--- src/emspm_map.svh ---
`ifndef EMSPM_MAP_SVH
`define EMSPM_MAP_SVH

`define EMSPM_ADDR_W        4
`define EMSPM_DATA_W        16

`define EMSPM_GPS_OFS       4'h0
`define EMSPM_PUR_OFS       4'h1
`define EMSPM_PER_OFS       4'h2
`define EMSPM_DDR_OFS       4'h3
`define EMSPM_DR_OFS        4'h4
`define EMSPM_PIN_OFS       4'h5

`define EMSPM_PHB_BIT       1
`define EMSPM_IDX_BIT       2
`define EMSPM_PORT_MASK     16'h0006

`define EMSPM_GPS_RST       16'h0000
`define EMSPM_PUR_RST       16'h0006
`define EMSPM_PER_RST       16'h0000
`define EMSPM_DDR_RST       16'h0000
`define EMSPM_DR_RST        16'h0000

`define EMSPM_SYNC_STAGES   2

`endif

--- src/emspm_pkg.sv ---
`default_nettype none

package emspm_pkg;

    typedef enum logic [2:0] {
        EMSPM_DEC  = 3'b001,
        EMSPM_GPIO = 3'b010,
        EMSPM_SER  = 3'b100
    } emspm_mode_t;

    // the serial select outranks the gpio enable
    function automatic emspm_mode_t emspm_pin_mode(input logic alt, input logic gpio);
        if (alt) begin
            return EMSPM_SER;
        end else if (gpio) begin
            return EMSPM_GPIO;
        end
        return EMSPM_DEC;
    endfunction : emspm_pin_mode

endpackage : emspm_pkg

`default_nettype wire

--- src/emspm_pad_if.sv ---
`timescale 1ns/1ps
`default_nettype none

interface emspm_pad_if;
    logic drv_data;
    logic drv_en;
    logic launch;
    logic level;

    modport ctrl (output drv_data, output drv_en, output launch, input level);
    modport pad  (input drv_data, input drv_en, input launch, output level);
endinterface : emspm_pad_if

`default_nettype wire

--- src/emspm_pad.sv ---
`timescale 1ns/1ps
`default_nettype none

module emspm_pad (
    input  wire logic   clk,
    input  wire logic   rst,
    emspm_pad_if.pad    ctl,
    input  wire logic   pin_i,
    output logic        pin_o,
    output logic        pin_oe_n
);
    logic sync1_r;
    logic sync2_r;
    logic out_r;
    logic out_nxt;
    logic oe_n_r;
    logic oe_n_nxt;

    // data moves only on launch so the edge stays half a serial clock ahead
    // of sampling; the enable follows every cycle so release is prompt
    always_comb begin
        out_nxt  = ctl.launch ? ctl.drv_data : out_r;
        oe_n_nxt = ~ctl.drv_en;
    end

    always_ff @(posedge clk or posedge rst) begin
        if (rst) begin
            sync1_r <= 1'b0;
            sync2_r <= 1'b0;
            out_r   <= 1'b0;
            oe_n_r  <= 1'b1;
        end else begin
            sync1_r <= pin_i;
            sync2_r <= sync1_r;
            out_r   <= out_nxt;
            oe_n_r  <= oe_n_nxt;
        end
    end

    assign ctl.level = sync2_r;
    assign pin_o     = out_r;
    assign pin_oe_n  = oe_n_r;

endmodule : emspm_pad

`default_nettype wire

--- src/emspm_pin_mux.sv ---
// Overview of operation
// - phase-B alt select set puts serial master-out data on the phase-B pin.
// - select_a select set puts serial master-in data on the index pin.
// - after reset the phase-B pin feeds the decoder phase-B input.
// - after reset the index pin feeds the decoder index input.
// - clearing pull-up bit 1 turns off the phase-B pin pull-up.
// - clearing pull-up bit 2 turns off the index pin pull-up.
// - master-out data changes half a serial clock before slave sampling.
// - slave-out data changes half a serial clock before master sampling.
// - as slave, the slave-out pin floats whenever the slave is unselected.
//
// Design decisions made here: the address map and the strobed register port.
`timescale 1ns/1ps
`default_nettype none
`include "emspm_map.svh"

module emspm_pin_mux #(
    parameter bit FULL_FEATURED = 1'b1
) (
    input  wire logic                         clk,
    input  wire logic                         rst,
    input  wire logic [`EMSPM_ADDR_W-1:0]     reg_addr,
    input  wire logic [`EMSPM_DATA_W-1:0]     reg_wdata,
    input  wire logic                         reg_wr,
    input  wire logic                         reg_rd,
    output logic      [`EMSPM_DATA_W-1:0]     reg_rdata,
    input  wire logic                         phase_b_pin_i,
    output logic                              phase_b_pin_o,
    output logic                              phase_b_pin_oe_n,
    input  wire logic                         index_pin_i,
    output logic                              index_pin_o,
    output logic                              index_pin_oe_n,
    output logic      [1:0]                   pullup_en,
    output logic                              decoder1_phase_b_in,
    output logic                              decoder1_index_in,
    output logic                              timer_b_channel_one_in,
    output logic                              timer_b_channel_two_in,
    input  wire logic                         timer_b_channel_one_out,
    input  wire logic                         timer_b_channel_one_oe,
    input  wire logic                         timer_b_channel_two_out,
    input  wire logic                         timer_b_channel_two_oe,
    input  wire logic                         serial1_master_mode,
    input  wire logic                         serial1_slave_select_n,
    input  wire logic                         serial1_launch,
    input  wire logic                         serial1_master_out,
    input  wire logic                         serial1_slave_out,
    output logic                              serial1_master_out_rx,
    output logic                              serial1_master_in
);
    import emspm_pkg::*;

    logic [`EMSPM_DATA_W-1:0] gps_r;
    logic [`EMSPM_DATA_W-1:0] gps_nxt;
    logic [`EMSPM_DATA_W-1:0] pur_r;
    logic [`EMSPM_DATA_W-1:0] pur_nxt;
    logic [`EMSPM_DATA_W-1:0] per_r;
    logic [`EMSPM_DATA_W-1:0] per_nxt;
    logic [`EMSPM_DATA_W-1:0] ddr_r;
    logic [`EMSPM_DATA_W-1:0] ddr_nxt;
    logic [`EMSPM_DATA_W-1:0] dr_r;
    logic [`EMSPM_DATA_W-1:0] dr_nxt;
    logic [`EMSPM_DATA_W-1:0] rdata_r;
    logic [`EMSPM_DATA_W-1:0] rdata_nxt;
    logic [`EMSPM_DATA_W-1:0] pin_lvl;
    logic                     phase_b_alt_select;
    logic                     select_a;
    emspm_mode_t              mode_b;
    emspm_mode_t              mode_i;

    emspm_pad_if pb_if ();
    emspm_pad_if ix_if ();

    assign phase_b_alt_select = gps_r[`EMSPM_PHB_BIT];
    assign select_a           = gps_r[`EMSPM_IDX_BIT];

    // register file: only port bits 1 and 2 exist, the rest read zero
    always_comb begin
        gps_nxt   = gps_r;
        pur_nxt   = pur_r;
        per_nxt   = per_r;
        ddr_nxt   = ddr_r;
        dr_nxt    = dr_r;
        rdata_nxt = '0;
        if (reg_wr) begin
            unique case (reg_addr)
                `EMSPM_GPS_OFS: gps_nxt = reg_wdata & `EMSPM_PORT_MASK;
                `EMSPM_PUR_OFS: pur_nxt = reg_wdata & `EMSPM_PORT_MASK;
                `EMSPM_PER_OFS: per_nxt = reg_wdata & `EMSPM_PORT_MASK;
                `EMSPM_DDR_OFS: ddr_nxt = reg_wdata & `EMSPM_PORT_MASK;
                `EMSPM_DR_OFS:  dr_nxt  = reg_wdata & `EMSPM_PORT_MASK;
                default: ;
            endcase
        end
        if (reg_rd) begin
            unique case (reg_addr)
                `EMSPM_GPS_OFS: rdata_nxt = gps_r;
                `EMSPM_PUR_OFS: rdata_nxt = pur_r;
                `EMSPM_PER_OFS: rdata_nxt = per_r;
                `EMSPM_DDR_OFS: rdata_nxt = ddr_r;
                `EMSPM_DR_OFS:  rdata_nxt = dr_r;
                `EMSPM_PIN_OFS: rdata_nxt = pin_lvl;
                default:        rdata_nxt = '0;
            endcase
        end
    end

    always_ff @(posedge clk or posedge rst) begin
        if (rst) begin
            gps_r   <= `EMSPM_GPS_RST;
            pur_r   <= `EMSPM_PUR_RST;
            per_r   <= `EMSPM_PER_RST;
            ddr_r   <= `EMSPM_DDR_RST;
            dr_r    <= `EMSPM_DR_RST;
            rdata_r <= '0;
        end else begin
            gps_r   <= gps_nxt;
            pur_r   <= pur_nxt;
            per_r   <= per_nxt;
            ddr_r   <= ddr_nxt;
            dr_r    <= dr_nxt;
            rdata_r <= rdata_nxt;
        end
    end

    assign reg_rdata = rdata_r;

    always_comb begin
        pin_lvl                 = '0;
        pin_lvl[`EMSPM_PHB_BIT] = pb_if.level;
        pin_lvl[`EMSPM_IDX_BIT] = ix_if.level;
    end

    assign pullup_en[0] = pur_r[`EMSPM_PHB_BIT];
    assign pullup_en[1] = pur_r[`EMSPM_IDX_BIT];

    assign mode_b = emspm_pin_mode(phase_b_alt_select, per_r[`EMSPM_PHB_BIT]);
    assign mode_i = emspm_pin_mode(select_a, per_r[`EMSPM_IDX_BIT]);

    // phase-B pin drivers
    always_comb begin
        pb_if.drv_data = 1'b0;
        pb_if.drv_en   = 1'b0;
        pb_if.launch   = 1'b1;
        unique case (mode_b)
            EMSPM_SER: begin
                pb_if.drv_data = serial1_master_out;
                pb_if.drv_en   = serial1_master_mode;
                pb_if.launch   = serial1_launch;
            end
            EMSPM_GPIO: begin
                pb_if.drv_data = dr_r[`EMSPM_PHB_BIT];
                pb_if.drv_en   = ddr_r[`EMSPM_PHB_BIT];
            end
            EMSPM_DEC: begin
                pb_if.drv_data = timer_b_channel_one_out;
                pb_if.drv_en   = timer_b_channel_one_oe;
            end
        endcase
    end

    // index pin drivers; an unselected slave lets the line float
    always_comb begin
        ix_if.drv_data = 1'b0;
        ix_if.drv_en   = 1'b0;
        ix_if.launch   = 1'b1;
        unique case (mode_i)
            EMSPM_SER: begin
                ix_if.drv_data = serial1_slave_out;
                ix_if.drv_en   = !serial1_master_mode && !serial1_slave_select_n;
                ix_if.launch   = serial1_launch;
            end
            EMSPM_GPIO: begin
                ix_if.drv_data = dr_r[`EMSPM_IDX_BIT];
                ix_if.drv_en   = ddr_r[`EMSPM_IDX_BIT];
            end
            EMSPM_DEC: begin
                ix_if.drv_data = timer_b_channel_two_out;
                ix_if.drv_en   = timer_b_channel_two_oe;
            end
        endcase
    end

    // a reduced variant offers no decoder, so its inputs stay low
    always_comb begin
        decoder1_phase_b_in    = 1'b0;
        decoder1_index_in      = 1'b0;
        timer_b_channel_one_in = 1'b0;
        timer_b_channel_two_in = 1'b0;
        serial1_master_out_rx  = 1'b0;
        serial1_master_in      = 1'b0;
        if (mode_b == EMSPM_DEC) begin
            decoder1_phase_b_in    = FULL_FEATURED && pb_if.level;
            timer_b_channel_one_in = pb_if.level;
        end
        if (mode_i == EMSPM_DEC) begin
            decoder1_index_in      = FULL_FEATURED && ix_if.level;
            timer_b_channel_two_in = ix_if.level;
        end
        if (mode_b == EMSPM_SER) begin
            serial1_master_out_rx = pb_if.level;
        end
        if (mode_i == EMSPM_SER) begin
            serial1_master_in = ix_if.level;
        end
    end

    emspm_pad u_pad_phase_b (
        .clk      (clk),
        .rst      (rst),
        .ctl      (pb_if.pad),
        .pin_i    (phase_b_pin_i),
        .pin_o    (phase_b_pin_o),
        .pin_oe_n (phase_b_pin_oe_n)
    );

    emspm_pad u_pad_index (
        .clk      (clk),
        .rst      (rst),
        .ctl      (ix_if.pad),
        .pin_i    (index_pin_i),
        .pin_o    (index_pin_o),
        .pin_oe_n (index_pin_oe_n)
    );
endmodule : emspm_pin_mux

`default_nettype wire

--- config.mk ---
export PLATFORM = sky130hd
export DESIGN_NAME = emspm_pin_mux
export DESIGN_NICKNAME = d
export VERILOG_FILES = /design/src/emspm_pkg.sv /design/src/emspm_pad_if.sv /design/src/emspm_pad.sv /design/src/emspm_pin_mux.sv
export VERILOG_INCLUDE_DIRS = /design/src
export SDC_FILE = /design/constraint.sdc
export NUM_CORES = 1
export LEC_CHECK = 0
export ABC_AREA = 1
export BUFFER_PORTS_ARGS = -buffer_cell sky130_fd_sc_hd__buf_2
export CORE_MARGIN = 2
export CORE_UTILIZATION = 39
export DETAILED_ROUTE_END_ITERATION = 16
export HOLD_SLACK_MARGIN = 0.08
export PLACE_DENSITY = 0.75
export SETUP_SLACK_MARGIN = 0.4
export SLEW_MARGIN = 20
export SYNTH_ARGS = -nofsm -noshare
export SYNTH_HDL_FRONTEND = slang
export SYNTH_SLANG_ARGS = --single-unit
--- constraint.sdc ---
create_clock -name clk -period 0.95 [get_ports clk]
set_input_delay 0.095 -clock clk [delete_from_list [all_inputs] [get_ports clk]]
set_output_delay 0.095 -clock clk [all_outputs]
set_load 0.05 [all_outputs]
## Yosys cells after proc, flatten, opt, wreduce, memory -nomap -nowiden

Cells that the tools add are included.

- Bitwise logic cells: 2
- Reductions and logical operators: 9
- Eq/ne operators: 11
- Mux-type cells: 22

Operators with widths:

| operator | count |
|---|---|
| 3-bit 2-to-1 mux | 7 |
| 3-bit case mux with 6 select lines | 1 |
| 1-bit case mux with 3 select lines | 4 |
| 1-bit 2-to-1 mux | 10 |
| 2-bit AND reduction | 5 |
| 4-bit by 2-bit equality test with 1-bit output (second input constant) | 2 |
| 4-bit by 3-bit equality test with 1-bit output (second input constant) | 2 |
| 3-bit by 1-bit equality test with 1-bit output (second input constant) | 2 |
| 3-bit by 2-bit equality test with 1-bit output (second input constant) | 2 |
| 3-bit equality test (second input constant) | 2 |
| 4-bit by 1-bit equality test with 1-bit output (second input constant) | 1 |
| 4-bit zero test | 1 |
| 1-bit zero test | 2 |
| 1-bit inverter | 2 |
| 1-bit logical AND | 1 |

- Output and inout port bits: 28
- Logic and storage cells: 58
- Register bits after elaboration: 34
- Input bits: 35

## Longest topological paths before layout

- Depth in word-level cells: 6
- Mapped depth: 6
- Mapped depth without buffers: 6

## Modules after synthesis

Synthesis repeated with hierarchy kept, for this count alone.

- Cell total of the unflattened synthesis: 146
- Area, all modules: 1,154.9 um2

Modules (own cells, without submodules):

| module | seq. area each (um2) | area an instance (um2) | times used | cells an instance |
|---|---|---|---|---|
| emspm_pin_mux | 302.8 | 907.1 | 1 | 126 |
| emspm_pad | 101.3 | 123.9 | 2 | 10 |

## Least setup slack after synthesis

Ideal clock, no wire load.

- Path kind: register -> output
- Start point: register gps_r[2]
- End point: output port timer_b_channel_two_in
- Data required time: 855 ps
- Cell stages (with the launch flop): 5
- Path buffers: 1
- Slack: -743 ps
- Arrival time: 1,598 ps
- Path through: dfrtp_1 -> nor2_1 -> inv_1 -> nor2_1 -> buf_4

- Cells in the longest elaborated chain, start to end: 4
- Elaborated cells between the ends (all ways): 5
- Classes of those cells: eq/ne: 1; mux: 4

RTL lines:

| what | RTL line | source |
|---|---|---|
| start: declaration | emspm_pin_mux.sv:52 | `` logic [`EMSPM_DATA_W-1:0] gps_r; `` |
| start signal: assignment | emspm_pin_mux.sv:109 | `` gps_r <= `EMSPM_GPS_RST; `` |
| start signal: assignment | emspm_pin_mux.sv:116 | `gps_r <= gps_nxt;` |
| 3-bit 2-to-1 mux or 1-bit 2-to-1 mux (tied branches) | emspm_pkg.sv:13 | `if (alt) begin` |
| 3-bit 2-to-1 mux (*) | emspm_pkg.sv:18 | `return EMSPM_DEC;` |
| 3-bit by 1-bit equality test with 1-bit output (*) | emspm_pin_mux.sv:195 | `if (mode_i == EMSPM_DEC) begin` |
| 1-bit 2-to-1 mux (*) | n/a |  |
| end: declaration | emspm_pin_mux.sv:37 | `output logic timer_b_channel_two_in,` |

Mark *: on every way between the ends. The rest lies on a longest branch, timed or not.

## Final worst setup path

- Start point: register per_r[2]
- End point: output port decoder1_index_in

- Cells in the longest elaborated chain, start to end: 5

RTL lines:

| what | RTL line | source |
|---|---|---|
| start: declaration | emspm_pin_mux.sv:56 | `` logic [`EMSPM_DATA_W-1:0] per_r; `` |
| start signal: assignment | emspm_pin_mux.sv:111 | `` per_r <= `EMSPM_PER_RST; `` |
| start signal: assignment | emspm_pin_mux.sv:118 | `per_r <= per_nxt;` |
| 1-bit 2-to-1 mux | emspm_pkg.sv:15 | `end else if (gpio) begin` |
| 1-bit 2-to-1 mux | emspm_pkg.sv:13 |  |
| 3-bit 2-to-1 mux | emspm_pkg.sv:18 |  |
| 3-bit by 1-bit equality test with 1-bit output | emspm_pin_mux.sv:195 |  |
| 1-bit 2-to-1 mux | emspm_pin_mux.sv:195 |  |
| end: declaration | emspm_pin_mux.sv:35 | `output logic decoder1_index_in,` |

Every way passes these cells.

==> flow_summary.json <==
{
  "min_period_over_period_pct": 144,
  "hold_ws_ps": -239,
  "start_util_pct": 40.1,
  "startpoint": "per_r[2]$_DFFE_PP0P_",
  "multi_input_area_um2": 607,
  "drt_iter0_drc": 41,
  "row_count": 19,
  "antenna_found_initial": 0,
  "async_flop_share_pct": 100,
  "max_cap_violations": 0,
  "grt.total_usage_pct": 17.8,
  "core_um2": 2710,
  "die_x_um": 56.8,
  "drc": 0,
  "ant_nets": 0,
  "synth_edf_count": 0,
  "first_pass_iters": 4,
  "synth_area_per_cell_um2": 8.43,
  "synth.distinct_cells": 19,
  "cts_max_level": 1,
  "tns_ps": -4010,
  "p_leak_nw": 0.898,
  "clk-insertion-delay-late_ps": 330,
  "nets": 225,
  "pin_count": 63,
  "io_buffers": 34,
  "rrSetupSlack_ps": -210,
  "synthFlopType": "dfrtp_1",
  "grt_pass1_vias": 1018,
  "worst_ep_required_time_ps": 850,
  "area_growth_pct": 68.5,
  "end_kind": "output pin",
  "yosys.area.top_type": "dfrtp_1",
  "maxClockFrequency_mhz": 733,
  "fp.dieH_um": 56.8,
  "fill_cells": 199,
  "setup_viol": 21,
  "synth_area_leaders": "dfrtp_1, buf_4, dfstp_2, nand3_1, inv_1",
  "netlist_top_cells_count": "nand3_1, inv_1, buf_4, dfrtp_1, nand2_1",
  "outcome": "complete, but fails checks",
  "syn_inst": 129,
  "vias_per_cell": 4.87,
  "rr_startpoint": "per_r[2]$_DFFE_PP0P_",
  "routed_wl_um": 2960,
  "drv_slew": 0,
  "vias": 1071,
  "clock_path_buffers": 2,
  "start_kind": "flip-flop",
  "cellPowerDensity_nw_per_um2": 2050,
  "clockRootBuffer": "clkbuf_4",
  "ys_ff_latch": 20,
  "grt_pass1_wl_um": 4400,
  "drive_gt1_share_pct": 59.8,
  "finClkSkew_ps": 7.91,
  "worstSetupEndpoint": "decoder1_index_in",
  "cts_sinks": 20,
  "synth_seq_area_share_pct": 46.5,
  "fin_crit_ps": 1370,
  "hold_buffers": 2,
  "reg2reg_to": "u_pad_index.pin_o$_DFFE_PP0P_",
  "rr_worst_depth": 8,
  "ir_drop_mv": 1.34,
  "gp_congestion": 0.815,
  "hold_violations": 20,
  "seq_area_um2": 510,
  "post-synth-top-count-cell": "nand3_1",
  "rsz0062_at_grt": "true",
  "cts_made_buffers": 3,
  "criticalPathCategory": "reg -> out",
  "diodes": 0,
  "crit_path_max_fanout": 2,
  "cts.clk_slew.worst_paths_ps": 120,
  "cts_tree": "done",
  "wire_per_inst_um": 13.4,
  "ys.warnings.count": 0,
  "worstPathArrival_ps": 1270,
  "dp_hpwl_um": 1830,
  "violations": "hold timing, setup timing",
  "hold_class": "in -> async",
  "grt_start_max_net_pins": 21,
  "netlist.area_leader.share_pct": 36.8,
  "grt-ovfl-total": 0,
  "syn_area_um2": 1090,
  "setup_ws_ps": -415,
  "die-area_um2": 3230
}
==> logic make-up (layout without fill, tap and decap cells) <==
kind of cell | Yosys count | count (layout) | synth area share (%)
flops | 20 | 20 | 46.5
buf+inv | 36 | 83 | 18.4
other cells | 1 | 14 | 0.345
simple gates | 55 | 55 | 25.7
compound gates | 17 | 17 | 9.09
==> stage by stage <==
| step | power, mW | setup WS [ps] | cell area (µm²) | cells | utilization, % |
|---|---|---|---|---|---|
| final | 3.76 | -415 | 1830 | 220 | 67.6 |
| after global routing | 3.91 | -472 | 1830 | 220 | 67.6 |
| after CTS | 3.40 | -366 | 1630 | 209 | 60.3 |
| after detailed placement | 2.32 | -141 | 1360 | 197 | 50.3 |
| after global placement | 2.30 | -110 | 1360 | 197 | 50.3 |
| after floorplan | 2.08 | -278 | 1230 | 142 | - |
==> cells in the final DEF (no fill, tap or decap), types with 2 or more instances in the layout <==
cell,count
o21ai_1,10
nand3_4,4
nand3_1,10
buf_8,6
conb_1,14
nor2_2,5
nand2_1,10
dfstp_2,4
buf_2,20
buf_4,10
nand2_4,2
buf_6,21
o21ai_0,3
inv_4,2
dlygate4sd3_1,2
clkbuf_4,3
inv_1,12
dfrtp_2,4
nor2_4,6
inv_2,3
nand2_2,4
nor2_1,2
nand3_2,10
o221ai_2,2
dfrtp_1,12
==> cell type report <==
type	instances	area share, %
clock buffers	3	1.23
clock inverters	1	1.64
inverters	19	4.44
multi-input cells	86	33.1
flip-flops and latches	20	27.9
well taps	31	2.12
repair buffers	60	29.6
==> state kept, by name (all words and copies together) (netlist names) <==
signal,count
ddr_r,2
dr_r,2
gps_r,2
per_r,2
pur_r,2
reg_rdata,2
u_pad_index.ctl.level,1
u_pad_index.pin_o,1
u_pad_index.pin_oe_n,1
u_pad_index.sync1_r,1
u_pad_phase_b.ctl.level,1
u_pad_phase_b.pin_o,1
u_pad_phase_b.pin_oe_n,1
u_pad_phase_b.sync1_r,1
==> how the worst min path moves through the flow <==
stage	start	end	slack, ps	cells past startpoint
4_1_cts	rst	u_pad_index.sync1_r$_DFF_PP0_	-220	3
2_1_floorplan	rst	ddr_r[1]$_DFFE_PP0P_	60	1
3_3_place_gp	rst	u_pad_phase_b.sync1_r$_DFF_PP0_	130	3
5_1_grt	rst	u_pad_index.sync1_r$_DFF_PP0_	-210	3
6_report	rst	u_pad_phase_b.sync1_r$_DFF_PP0_	-240	3
3_5_place_dp	rst	u_pad_index.sync1_r$_DFF_PP0_	130	3
==> power breakdown <==
group	internal, mW	total (mW)	leakage, nW	switching, mW
logic	0.818	1.87	0.633	1.05
clock network	0.428	0.728	0.0279	0.301
registers	1.04	1.17	0.236	0.128
total	2.28	3.76	0.898	1.48
==> metal layers <==
metal  vias up  part of all wire [%]  global-route usage [%]
li1        513                     -                       -
met1       498                    34                    19.8
met2        51                    56                    31.4
met3         9                   6.1                    3.69
met4         0                   3.2                    9.97
met5         -                     0                       0
==> worst max-delay path: stages, from the launching register on <==
cell	delay [ps]
dfrtp_1	430
nor2_2	160
inv_2	80
nor2_4	110
buf_6	170
==> what timing repair did <==
action                                  in CTS  in global routing
hold endpoints to repair                    27                 25
buffers inserted                             6                 11
resized for setup                           48                 30
endpoints found under the setup margin      30                 30
pin swaps                                   12                 11
Power figures use the tool's default switching activity.
